File: src/rri_exec_map.vh
// Constants for the return and rotate instruction execution block.
`ifndef RRI_EXEC_MAP_VH
`define RRI_EXEC_MAP_VH
`define RRI_OP_NONE 3'h0
`define RRI_OP_RET_IRQ 3'h1
`define RRI_OP_RET_SUB 3'h2
`define RRI_OP_RET_LIT 3'h3
`define RRI_OP_ROT_LEFT 3'h4
`define RRI_GIE_BIT 7
`define RRI_INTCTL_RESET 8'h00
`define RRI_ACC_RESET 8'h00
`define RRI_CARRY_RESET 1'b0
`define RRI_PC_RESET 13'h0000
`define RRI_STACK_DEPTH 8
`define RRI_STACK_PTR_W 3
`define RRI_PC_W 13
`define RRI_RET_CYCLES 2'h2
`endif

File: src/rri_rotate.v
// Rotate-left-through-carry datapath.
`default_nettype none
module rri_rotate (
  input wire [7:0] operand_in,
  input wire carry_in,
  output wire [7:0] result_out,
  output wire carry_out
);
  // [RQ11] carry in, msb out
  assign result_out = {operand_in[6:0], carry_in};
  assign carry_out = operand_in[7];
endmodule
`default_nettype wire

File: src/rri_exec.v
// Execution of return, return-from-interrupt, return-literal and rotate-left.
// Functional notes
// [RQ1] Return-from-interrupt pops the return stack into the program counter.
// [RQ2] Return-from-interrupt sets the global interrupt enable, bit 7.
// [RQ3] Return-from-interrupt is one word, two cycles, flags untouched.
// [RQ4] Return pops the stack into the program counter, flags untouched.
// [RQ5] Return takes two instruction cycles.
// [RQ6] Return-with-literal loads its 8-bit literal into the accumulator.
// [RQ7] Return-with-literal reloads the program counter, in two cycles.
// [RQ8] Rotate-left shifts file register 0..127 left through carry only.
// [RQ9] Rotate-left with destination 0 writes the accumulator only.
// [RQ10] Rotate-left with destination 1 writes the file register back.
// [RQ11] Rotate-left moves old carry into bit 0 and bit 7 into carry.
`include "rri_exec_map.vh"
`default_nettype none
module rri_exec (
  input wire clock_in,
  input wire sys_rst_in,
  input wire op_valid_in,
  input wire [2:0] op_code_in,
  input wire [7:0] literal_in,
  input wire [6:0] file_addr_in,
  input wire dest_sel_in,
  input wire [7:0] file_rdata_in,
  input wire push_in,
  input wire [12:0] push_addr_in,
  output reg busy_out,
  output reg [12:0] pc_out,
  output reg pc_load_out,
  output reg [7:0] acc_out,
  output reg carry_out,
  output reg [7:0] interrupt_control_reg_out,
  output reg file_we_out,
  output reg [6:0] file_waddr_out,
  output reg [7:0] file_wdata_out,
  output reg [2:0] stack_ptr_out
);
  localparam ST_IDLE = 1'b0;
  localparam ST_SECOND = 1'b1;

  // Opcodes that finish with a stack pop in their second cycle.
  function is_return;
    input [2:0] code;
    begin
      is_return = (code == `RRI_OP_RET_IRQ) ||
        (code == `RRI_OP_RET_SUB) || (code == `RRI_OP_RET_LIT);
    end
  endfunction

  function is_rotate;
    input [2:0] code;
    begin
      is_rotate = (code == `RRI_OP_ROT_LEFT);
    end
  endfunction

  // Sets the global enable and leaves the other control bits alone.
  function [7:0] with_gie;
    input [7:0] ctl;
    begin
      with_gie = ctl;
      with_gie[`RRI_GIE_BIT] = 1'b1;
    end
  endfunction

  reg state_q;
  reg state_d;
  reg [2:0] pend_op_q;
  reg [2:0] pend_op_d;

  reg busy_d;
  reg [12:0] pc_d;
  reg pc_load_d;
  reg [7:0] acc_d;
  reg carry_d;
  reg [7:0] intctl_d;
  reg file_we_d;
  reg [6:0] file_waddr_d;
  reg [7:0] file_wdata_d;
  reg [2:0] stack_ptr_d;
  reg push_we;

  wire [12:0] stack_word [0:`RRI_STACK_DEPTH-1];
  wire [`RRI_STACK_DEPTH-1:0] push_sel;
  wire [12:0] pop_addr;
  wire [2:0] top_idx;
  wire [7:0] rot_res;
  wire rot_carry;
  wire take;
  wire take_ret;
  wire take_rot;
  wire take_push;
  genvar g;

  assign top_idx = stack_ptr_out - 3'h1;
  assign pop_addr = stack_word[top_idx];
  assign take = op_valid_in && !busy_out;
  assign take_ret = take && is_return(op_code_in);
  assign take_rot = take && is_rotate(op_code_in);
  // An unknown opcode is still taken, so it also blocks a push.
  assign take_push = push_in && !take;
  assign push_sel = push_we ? (8'h01 << stack_ptr_out) : 8'h00;

  rri_rotate u_rot (
    .operand_in(file_rdata_in),
    .carry_in(carry_out),
    .result_out(rot_res),
    .carry_out(rot_carry)
  );

  // One register per return-stack slot, written only when selected.
  // A pop does not clear its slot, so an unbalanced return reads a
  // stale address; the caller keeps pushes and returns paired.
  generate
    for (g = 0; g < `RRI_STACK_DEPTH; g = g + 1) begin : g_slot
      reg [12:0] slot_q;
      always @(posedge clock_in) begin
        if (sys_rst_in) begin
          slot_q <= `RRI_PC_RESET;
        end else if (push_sel[g]) begin
          slot_q <= push_addr_in;
        end
      end
      assign stack_word[g] = slot_q;
    end
  endgenerate

  // Next values; every output except pc_load_out and file_we_out holds unless a branch below changes it.
  always @* begin
    state_d = state_q;
    pend_op_d = pend_op_q;
    busy_d = busy_out;
    pc_d = pc_out;
    pc_load_d = 1'b0;
    acc_d = acc_out;
    carry_d = carry_out;
    intctl_d = interrupt_control_reg_out;
    file_we_d = 1'b0;
    file_waddr_d = file_waddr_out;
    file_wdata_d = file_wdata_out;
    stack_ptr_d = stack_ptr_out;
    push_we = 1'b0;
    case (state_q)
      ST_IDLE: begin
        if (take_ret) begin
          // [RQ5] two-cycle returns
          state_d = ST_SECOND;
          busy_d = 1'b1;
          pend_op_d = op_code_in;
          // [RQ6] literal into accumulator
          if (op_code_in == `RRI_OP_RET_LIT) begin
            acc_d = literal_in;
          end
        end else if (take_rot) begin
          // [RQ8] only carry flag changes
          carry_d = rot_carry;
          // [RQ9] destination zero to accumulator
          if (!dest_sel_in) begin
            acc_d = rot_res;
          end else begin
            // [RQ10] destination one writes back
            file_we_d = 1'b1;
            file_waddr_d = file_addr_in;
            file_wdata_d = rot_res;
          end
        end else if (take_push) begin
          push_we = 1'b1;
          stack_ptr_d = stack_ptr_out + 3'h1;
        end
      end
      ST_SECOND: begin
        // [RQ1] [RQ4] [RQ7] pop into program counter
        pc_d = pop_addr;
        pc_load_d = 1'b1;
        stack_ptr_d = top_idx;
        // [RQ2] set global interrupt enable
        if (pend_op_q == `RRI_OP_RET_IRQ) begin
          intctl_d = with_gie(interrupt_control_reg_out);
        end
        // [RQ3] done after second cycle, flags untouched
        state_d = ST_IDLE;
        busy_d = 1'b0;
        pend_op_d = `RRI_OP_NONE;
      end
      default: begin
        state_d = ST_IDLE;
      end
    endcase
  end

  // Sequencing registers.
  always @(posedge clock_in) begin
    if (sys_rst_in) begin
      state_q <= ST_IDLE;
      pend_op_q <= `RRI_OP_NONE;
      busy_out <= 1'b0;
      stack_ptr_out <= 3'h0;
    end else begin
      state_q <= state_d;
      pend_op_q <= pend_op_d;
      busy_out <= busy_d;
      stack_ptr_out <= stack_ptr_d;
    end
  end

  // Datapath outputs, each one a flip-flop.
  always @(posedge clock_in) begin
    if (sys_rst_in) begin
      pc_out <= `RRI_PC_RESET;
      pc_load_out <= 1'b0;
      acc_out <= `RRI_ACC_RESET;
      carry_out <= `RRI_CARRY_RESET;
      interrupt_control_reg_out <= `RRI_INTCTL_RESET;
      file_we_out <= 1'b0;
      file_waddr_out <= 7'h00;
      file_wdata_out <= 8'h00;
    end else begin
      pc_out <= pc_d;
      pc_load_out <= pc_load_d;
      acc_out <= acc_d;
      carry_out <= carry_d;
      interrupt_control_reg_out <= intctl_d;
      file_we_out <= file_we_d;
      file_waddr_out <= file_waddr_d;
      file_wdata_out <= file_wdata_d;
    end
  end
endmodule
`default_nettype wire

File: config.mk
export PLATFORM = sky130hd
export DESIGN_NAME = rri_exec
export DESIGN_NICKNAME = d
export VERILOG_FILES = /design/src/rri_rotate.v /design/src/rri_exec.v
export VERILOG_INCLUDE_DIRS = /design/src /design/src/src
export SDC_FILE = /design/constraint.sdc
export NUM_CORES = 1
export LEC_CHECK = 0
export BUFFER_PORTS_ARGS = -buffer_cell sky130_fd_sc_hd__clkbuf_2
export CAP_MARGIN = 20
export CORE_UTILIZATION = 57
export CTS_BUF_LIST = sky130_fd_sc_hd__clkbuf_8 sky130_fd_sc_hd__clkbuf_16
export DETAILED_ROUTE_END_ITERATION = 12
export PLACE_DENSITY = 0.81
export SYNTH_ARGS = -nofsm -noshare
export SYNTH_HDL_FRONTEND = slang
export SYNTH_SLANG_ARGS = --single-unit
File: constraint.sdc
create_clock -name clock_in -period 3 [get_ports clock_in]
set_input_delay 0.9 -clock clock_in [delete_from_list [all_inputs] [get_ports clock_in]]
set_output_delay 0.9 -clock clock_in [all_outputs]
set_load 0.02 [all_outputs]
Word-level counts from Yosys, hierarchy flattened --
Cells that the tools add are included.
Cells by class: $add $sub $neg 2, $lt $le $gt $ge 1, eq/ne operators 11, shifts and indexed selects 1, muxes and demuxes 24, bitwise gates (word level) 4, reductions and logical operators 15
Operators with widths (count):
- $mux W8 | 5
- $bmux W13 S3 | 1
- $mux W13 | 2
- $mux W3 | 4
- $pmux W3 S2 | 2
- $mux W1 | 8
- $ne A2 B2 Y1 const B | 4
- $reduce_and A4 Y1 | 2
- $shl A1 B3 Y8 const A | 1
- $eq A3 B1 Y1 const B | 2
- $eq A3 B2 Y1 const B | 2
- $reduce_and A3 Y1 | 2
- $ge A4 B4 Y1 const B | 1
- $logic_and A1 B1 Y1 | 4
- $ne A2 B1 Y1 const B | 2
- $not A3 Y4 | 1
- $pmux W1 S2 | 2
- $reduce_or A4 Y1 | 1
- $add A3 B1 Y3 const B | 1
- $eq A3 B3 Y1 const B | 1
- $not A1 Y1 | 3
- $sub A3 B1 Y3 const B | 1
- $logic_not A1 Y1 | 2
- $logic_or A1 B1 Y1 | 2
- 2 further kinds | 2
Word-level totals: register bits after elaboration 152, input port bits 44, output and inout bits 51, word-level logic and storage cells 78

Logic depth before layout (Yosys ltp) --
depth in word-level cells 9, depth in mapped cells 9

Cells and area by module --
Synthesis repeated with hierarchy kept, for this count alone.
Second synthesis, totals: cells, all modules 610, area total of the unflattened synthesis 6462.4 µm²
By module, submodules not included:
- rri_exec | instances 1, cells each 601, area each 6394.9 µm², seq. area each 3042.9 µm²
- rri_rotate | instances 1, cells each 9, area each 67.6 µm², seq. area each 0.0 µm²

Worst setup path after synthesis --
No wires, ideal clock.
path type register to register, from reg stack_ptr_out[0], to reg pc_out[10], library setup time 0.117 ns, arrival 2.605 ns, setup slack 0.278 ns, stages on the path, launching flop included 10, path buffers 4, cells stage by stage dfxtp_1 -> buf_2 -> buf_2 -> inv_1 -> ha_1 -> buf_2 -> buf_1 -> mux4_2 -> a22oi_1 -> nand2_1
Between the ends: word-level cells in the longest chain between the ends 5
RTL lines:
- start: declaration | line rri_exec.v:36 | output reg [2:0] stack_ptr_out
- start signal: assignment | line rri_exec.v:202 | stack_ptr_out <= stack_ptr_d;
- $sub A3 B1 Y3 | line rri_exec.v:95 | assign top_idx = stack_ptr_out - 3'h1;
- $not A3 Y4 (implied by the code) | line rri_exec.v:96 | assign pop_addr = stack_word[top_idx];
- $bmux W13 S3 | line rri_exec.v:96
- $mux W13 (implied by the code) (2 in series) | line rri_exec.v:96
- end signal: assignment | line rri_exec.v:209 | pc_out <= `RRI_PC_RESET;
- end signal: assignment | line rri_exec.v:218 | pc_out <= pc_d;
- end: declaration | line rri_exec.v:28 | output reg [12:0] pc_out,
No other way between the ends. The select of a mux whose other input is x is not followed. A chain may end at the register's enable or synchronous reset.

Worst setup path after layout --
from reg stack_ptr_out[0], to out stack_ptr_out[0]
No word-level cell between the ends.

==> results.md <==
- CP arrival: 1580 ps
- Measured slew at the worst slew-check pin: 851 ps
- Crit Path Max Fanout: 29
- Final TNS setup: 0 ps
- Setup CP Type: flip-flop to output pin
- Most frequent cells in the layout: dfxtp_1 (151), nor2_1 (137), mux2i_1 (130)
- First-pass GRT wire length: 23100 µm
- WL met2: 7400 µm
- Minimum clock period: ~2500 ps
- CP Capture Point: stack_ptr_out[0]
- Avg WL per Cell: roughly 17 µm
- Core area: 0.0109 mm²
- Total global routing overflow: 0
- DR pass1 iterations: 5
- Reg2reg end: pc_out[8]
- FF-to-FF Start: stack_ptr_out[1]
- Fmax: around 400 MHz
- Antenna violations before repair: 0
- Fin worst setup slack: 516 ps
- CTS max path bufs: 2
- Place WS: 572 ps
- Row count: 38
- R2R setup slack: just over 800 ps
- Syn_area_per_cell: between 10 and 15 µm²
- Mapped Cells: between 600 and 700
- Relative slew slack: 43.2%
- Worst vdd ir: about 0.35 mV
- DR DRC count: 0
- RSZ-0062 raised after global routing: no
- Via count: 4635
- Yosys top cell by area: dfxtp_1
- Commonest non-fill, non-tap cell in the layout: dfxtp_1
- DR top layer: met4
- Startpoint types: flip-flop
- Largest net degree at the start of global routing: 85
- Routed Antenna Nets: 0
- Clock Latency Late Sink: 520 ps
- Area of the multi-input gates: 0.00307 mm²
- Max cap viols: 0
- Area occupied by registers: between 0.003 and 0.004 mm²
- Syn-to-layout area delta: 17.0%
- M1 WL: 5950 µm
- Die area: roughly 0.012 mm²
- Layout cells sized above 1: about a quarter
- WP data required: between 2000 and 2500 ps
- Worst Clk Skew: around 7.6 ps
- Library cells used by synthesis: 38
- Power Dens Cells: 631 mW/mm²
- Hold_ws: between 400 and 500 ps
- Warnings from Yosys: 0
- Post-Route WL: about 14000 µm
- Metal3 WL: around 730 µm
- RD Place Congestion: 0.747
- Post-synth top area share: approximately 48%
- Clock sink count: 152
- Final Hold Viols: 0
- Post-synthesis sequential area ratio: 47.6%
- Status: completed
- Slew Viols, Final: 0
- Layout Cells excl Fill: just over 800
- Mapped cell area: roughly 0.0064 mm²
- Final Cycle Share: between 80% and 90%
- Top cells by area, synth: dfxtp_1 (48%), mux2i_1 (20%), mux4_2 (9.2%)
- Vias per inst: 5.63
- CTS Root Cell: clkbuf_8
- Die width: 108 µm
- GRT Total Usage: 26.0%
- Class of the most critical hold timing path: flip-flop to flip-flop
- Count of cells along the worst register-to-register path: 6
- Nets: 722
- # diodes: 0
- Setup violations, final: 0
- H-tree levels: 4
- Num CTS Buffers: 17
- CTS tree: yes
- Clk slew on worst S/H paths: roughly 60 ps
- Port Buffers: 87
- Hpwl dp: 8630 µm
- I/O pins: 95
- Number of global-route vias before repair: 4711
- Register bit count reported by yosys: between 150 and 200
- Critical Path Source: stack_ptr_out[0]
- Initial DRC count: 261
- Initial Util: 58.7%
- Setup Buffers After CTS: 0
- Resized cells post-CTS: 0
- Crit. End Element: output pin
- CTS Hold Buffers Added: 0
- Fill cells: ~800
- Die Y: 108 µm
- Dpl cells: 792
- LEAKAGE: 3.55 nW
-- synthesized netlist by cell type --
cell      instances
nor2_1          137
inv_1             3
buf_2             9
xnor2_1           1
nand4_2           1
nand4b_1          2
nor3_2            3
a21boi_4          1
a311oi_1          1
nand4_1           3
nand2_1          31
buf_1             2
nand3_1           1
o21bai_1          1
nand2b_1          2
or4b_4            1
o21a_1            1
ha_1              7
nor3_1            2
clkbuf_1         32
nand3b_1          1
dfxtp_1         152
nor2b_1           2
mux4_2           26
nor4_1            1
and2_1            1
a211oi_2          2
a311o_1           1
buf_6             1
conb_1            1
nor4bb_1          1
a211oi_1          7
xor2_1            1
a22oi_1          13
a21oi_1           4
buf_4            14
mux2i_1         130
nor3b_1           2
-- layer usage --
layer	up-vias	track usage, %
li1	2210	-
met1	2286	32.3
met2	119	44.6
met3	20	5.99
met4	0	8.32
met5	-	0
-- cells by family (layout without fill, tap and decap cells) --
logic type / after synthesis / count (layout) / share of synthesized area (%)
and+or+nand+nor: 191 / 191 / 12.6
muxes: 156 / 156 / 29.5
DFF: 152 / 152 / 47.6
buffers and inverters: 61 / 138 / 4.70
AOI/OAI and AO/OA: 31 / 31 / 3.87
adders and majority gates: 7 / 7 / 1.37
xor gates and xnor gates: 2 / 2 / 0.274
other: 1 / 7 / 0.0586
-- through the flow --
stage | power, mW | area (µm²) | util, %
floorplan | 2.45 | 6420 | -
global placement | 2.54 | 6860 | 63.0
detailed placement | 2.56 | 6860 | 63.0
CTS | 4.74 | 7480 | 68.7
global route | 4.87 | 7480 | 68.7
finish | 4.72 | 7480 | 68.7
-- how the worst min path moves through the flow --
stage / from / end / cells after the start
floorplan: pend_op_q[2] / pend_op_q[2] / 2
global placement: pend_op_q[2] / pend_op_q[2] / 2
detailed placement: pc_out[12] / pc_out[12] / 2
CTS: pc_out[12] / pc_out[12] / 2
global route: pc_out[12] / pc_out[12] / 2
finish: pc_out[12] / pc_out[12] / 2
-- state kept, by name (all words and copies together), names as in the netlist --
| signal | cells |
|---|---|
| pc_load_out | 1 |
| interrupt_control_reg_out | 1 |
| file_we_out | 1 |
| g_slot.slot_q | 104 |
| busy_out | 1 |
| state_q | 1 |
| carry_out | 1 |
| pc_out | 13 |
| stack_ptr_out | 3 |
| acc_out | 8 |
| file_wdata_out | 8 |
| pend_op_q | 3 |
| file_waddr_out | 7 |
-- layout make-up --
type / count / area share, %
Tap cell: 140 / 2.34
Timing Repair Buffer: 103 / 7.46
Inverter: 3 / 0.150
Clock buffer: 19 / 5.90
Sequential cell: 152 / 40.7
Multi-Input combinational cell: 394 / 41.1
Clock inverter: 13 / 2.39
-- worst max-delay path, stage by stage, from the launching register on --
cell and delay [ps]:
dfxtp_2 330, buf_4 460, clkbuf_2 270
-- report_power, final --
group	total, mW	internal (mW)	switching [mW]
combinational	0.428	0.166	0.262
sequential	2.09	2.06	0.0272
clock	2.21	1.39	0.817
total	4.72	3.62	1.11
Note: power is estimated with default switching activity, not from simulation.
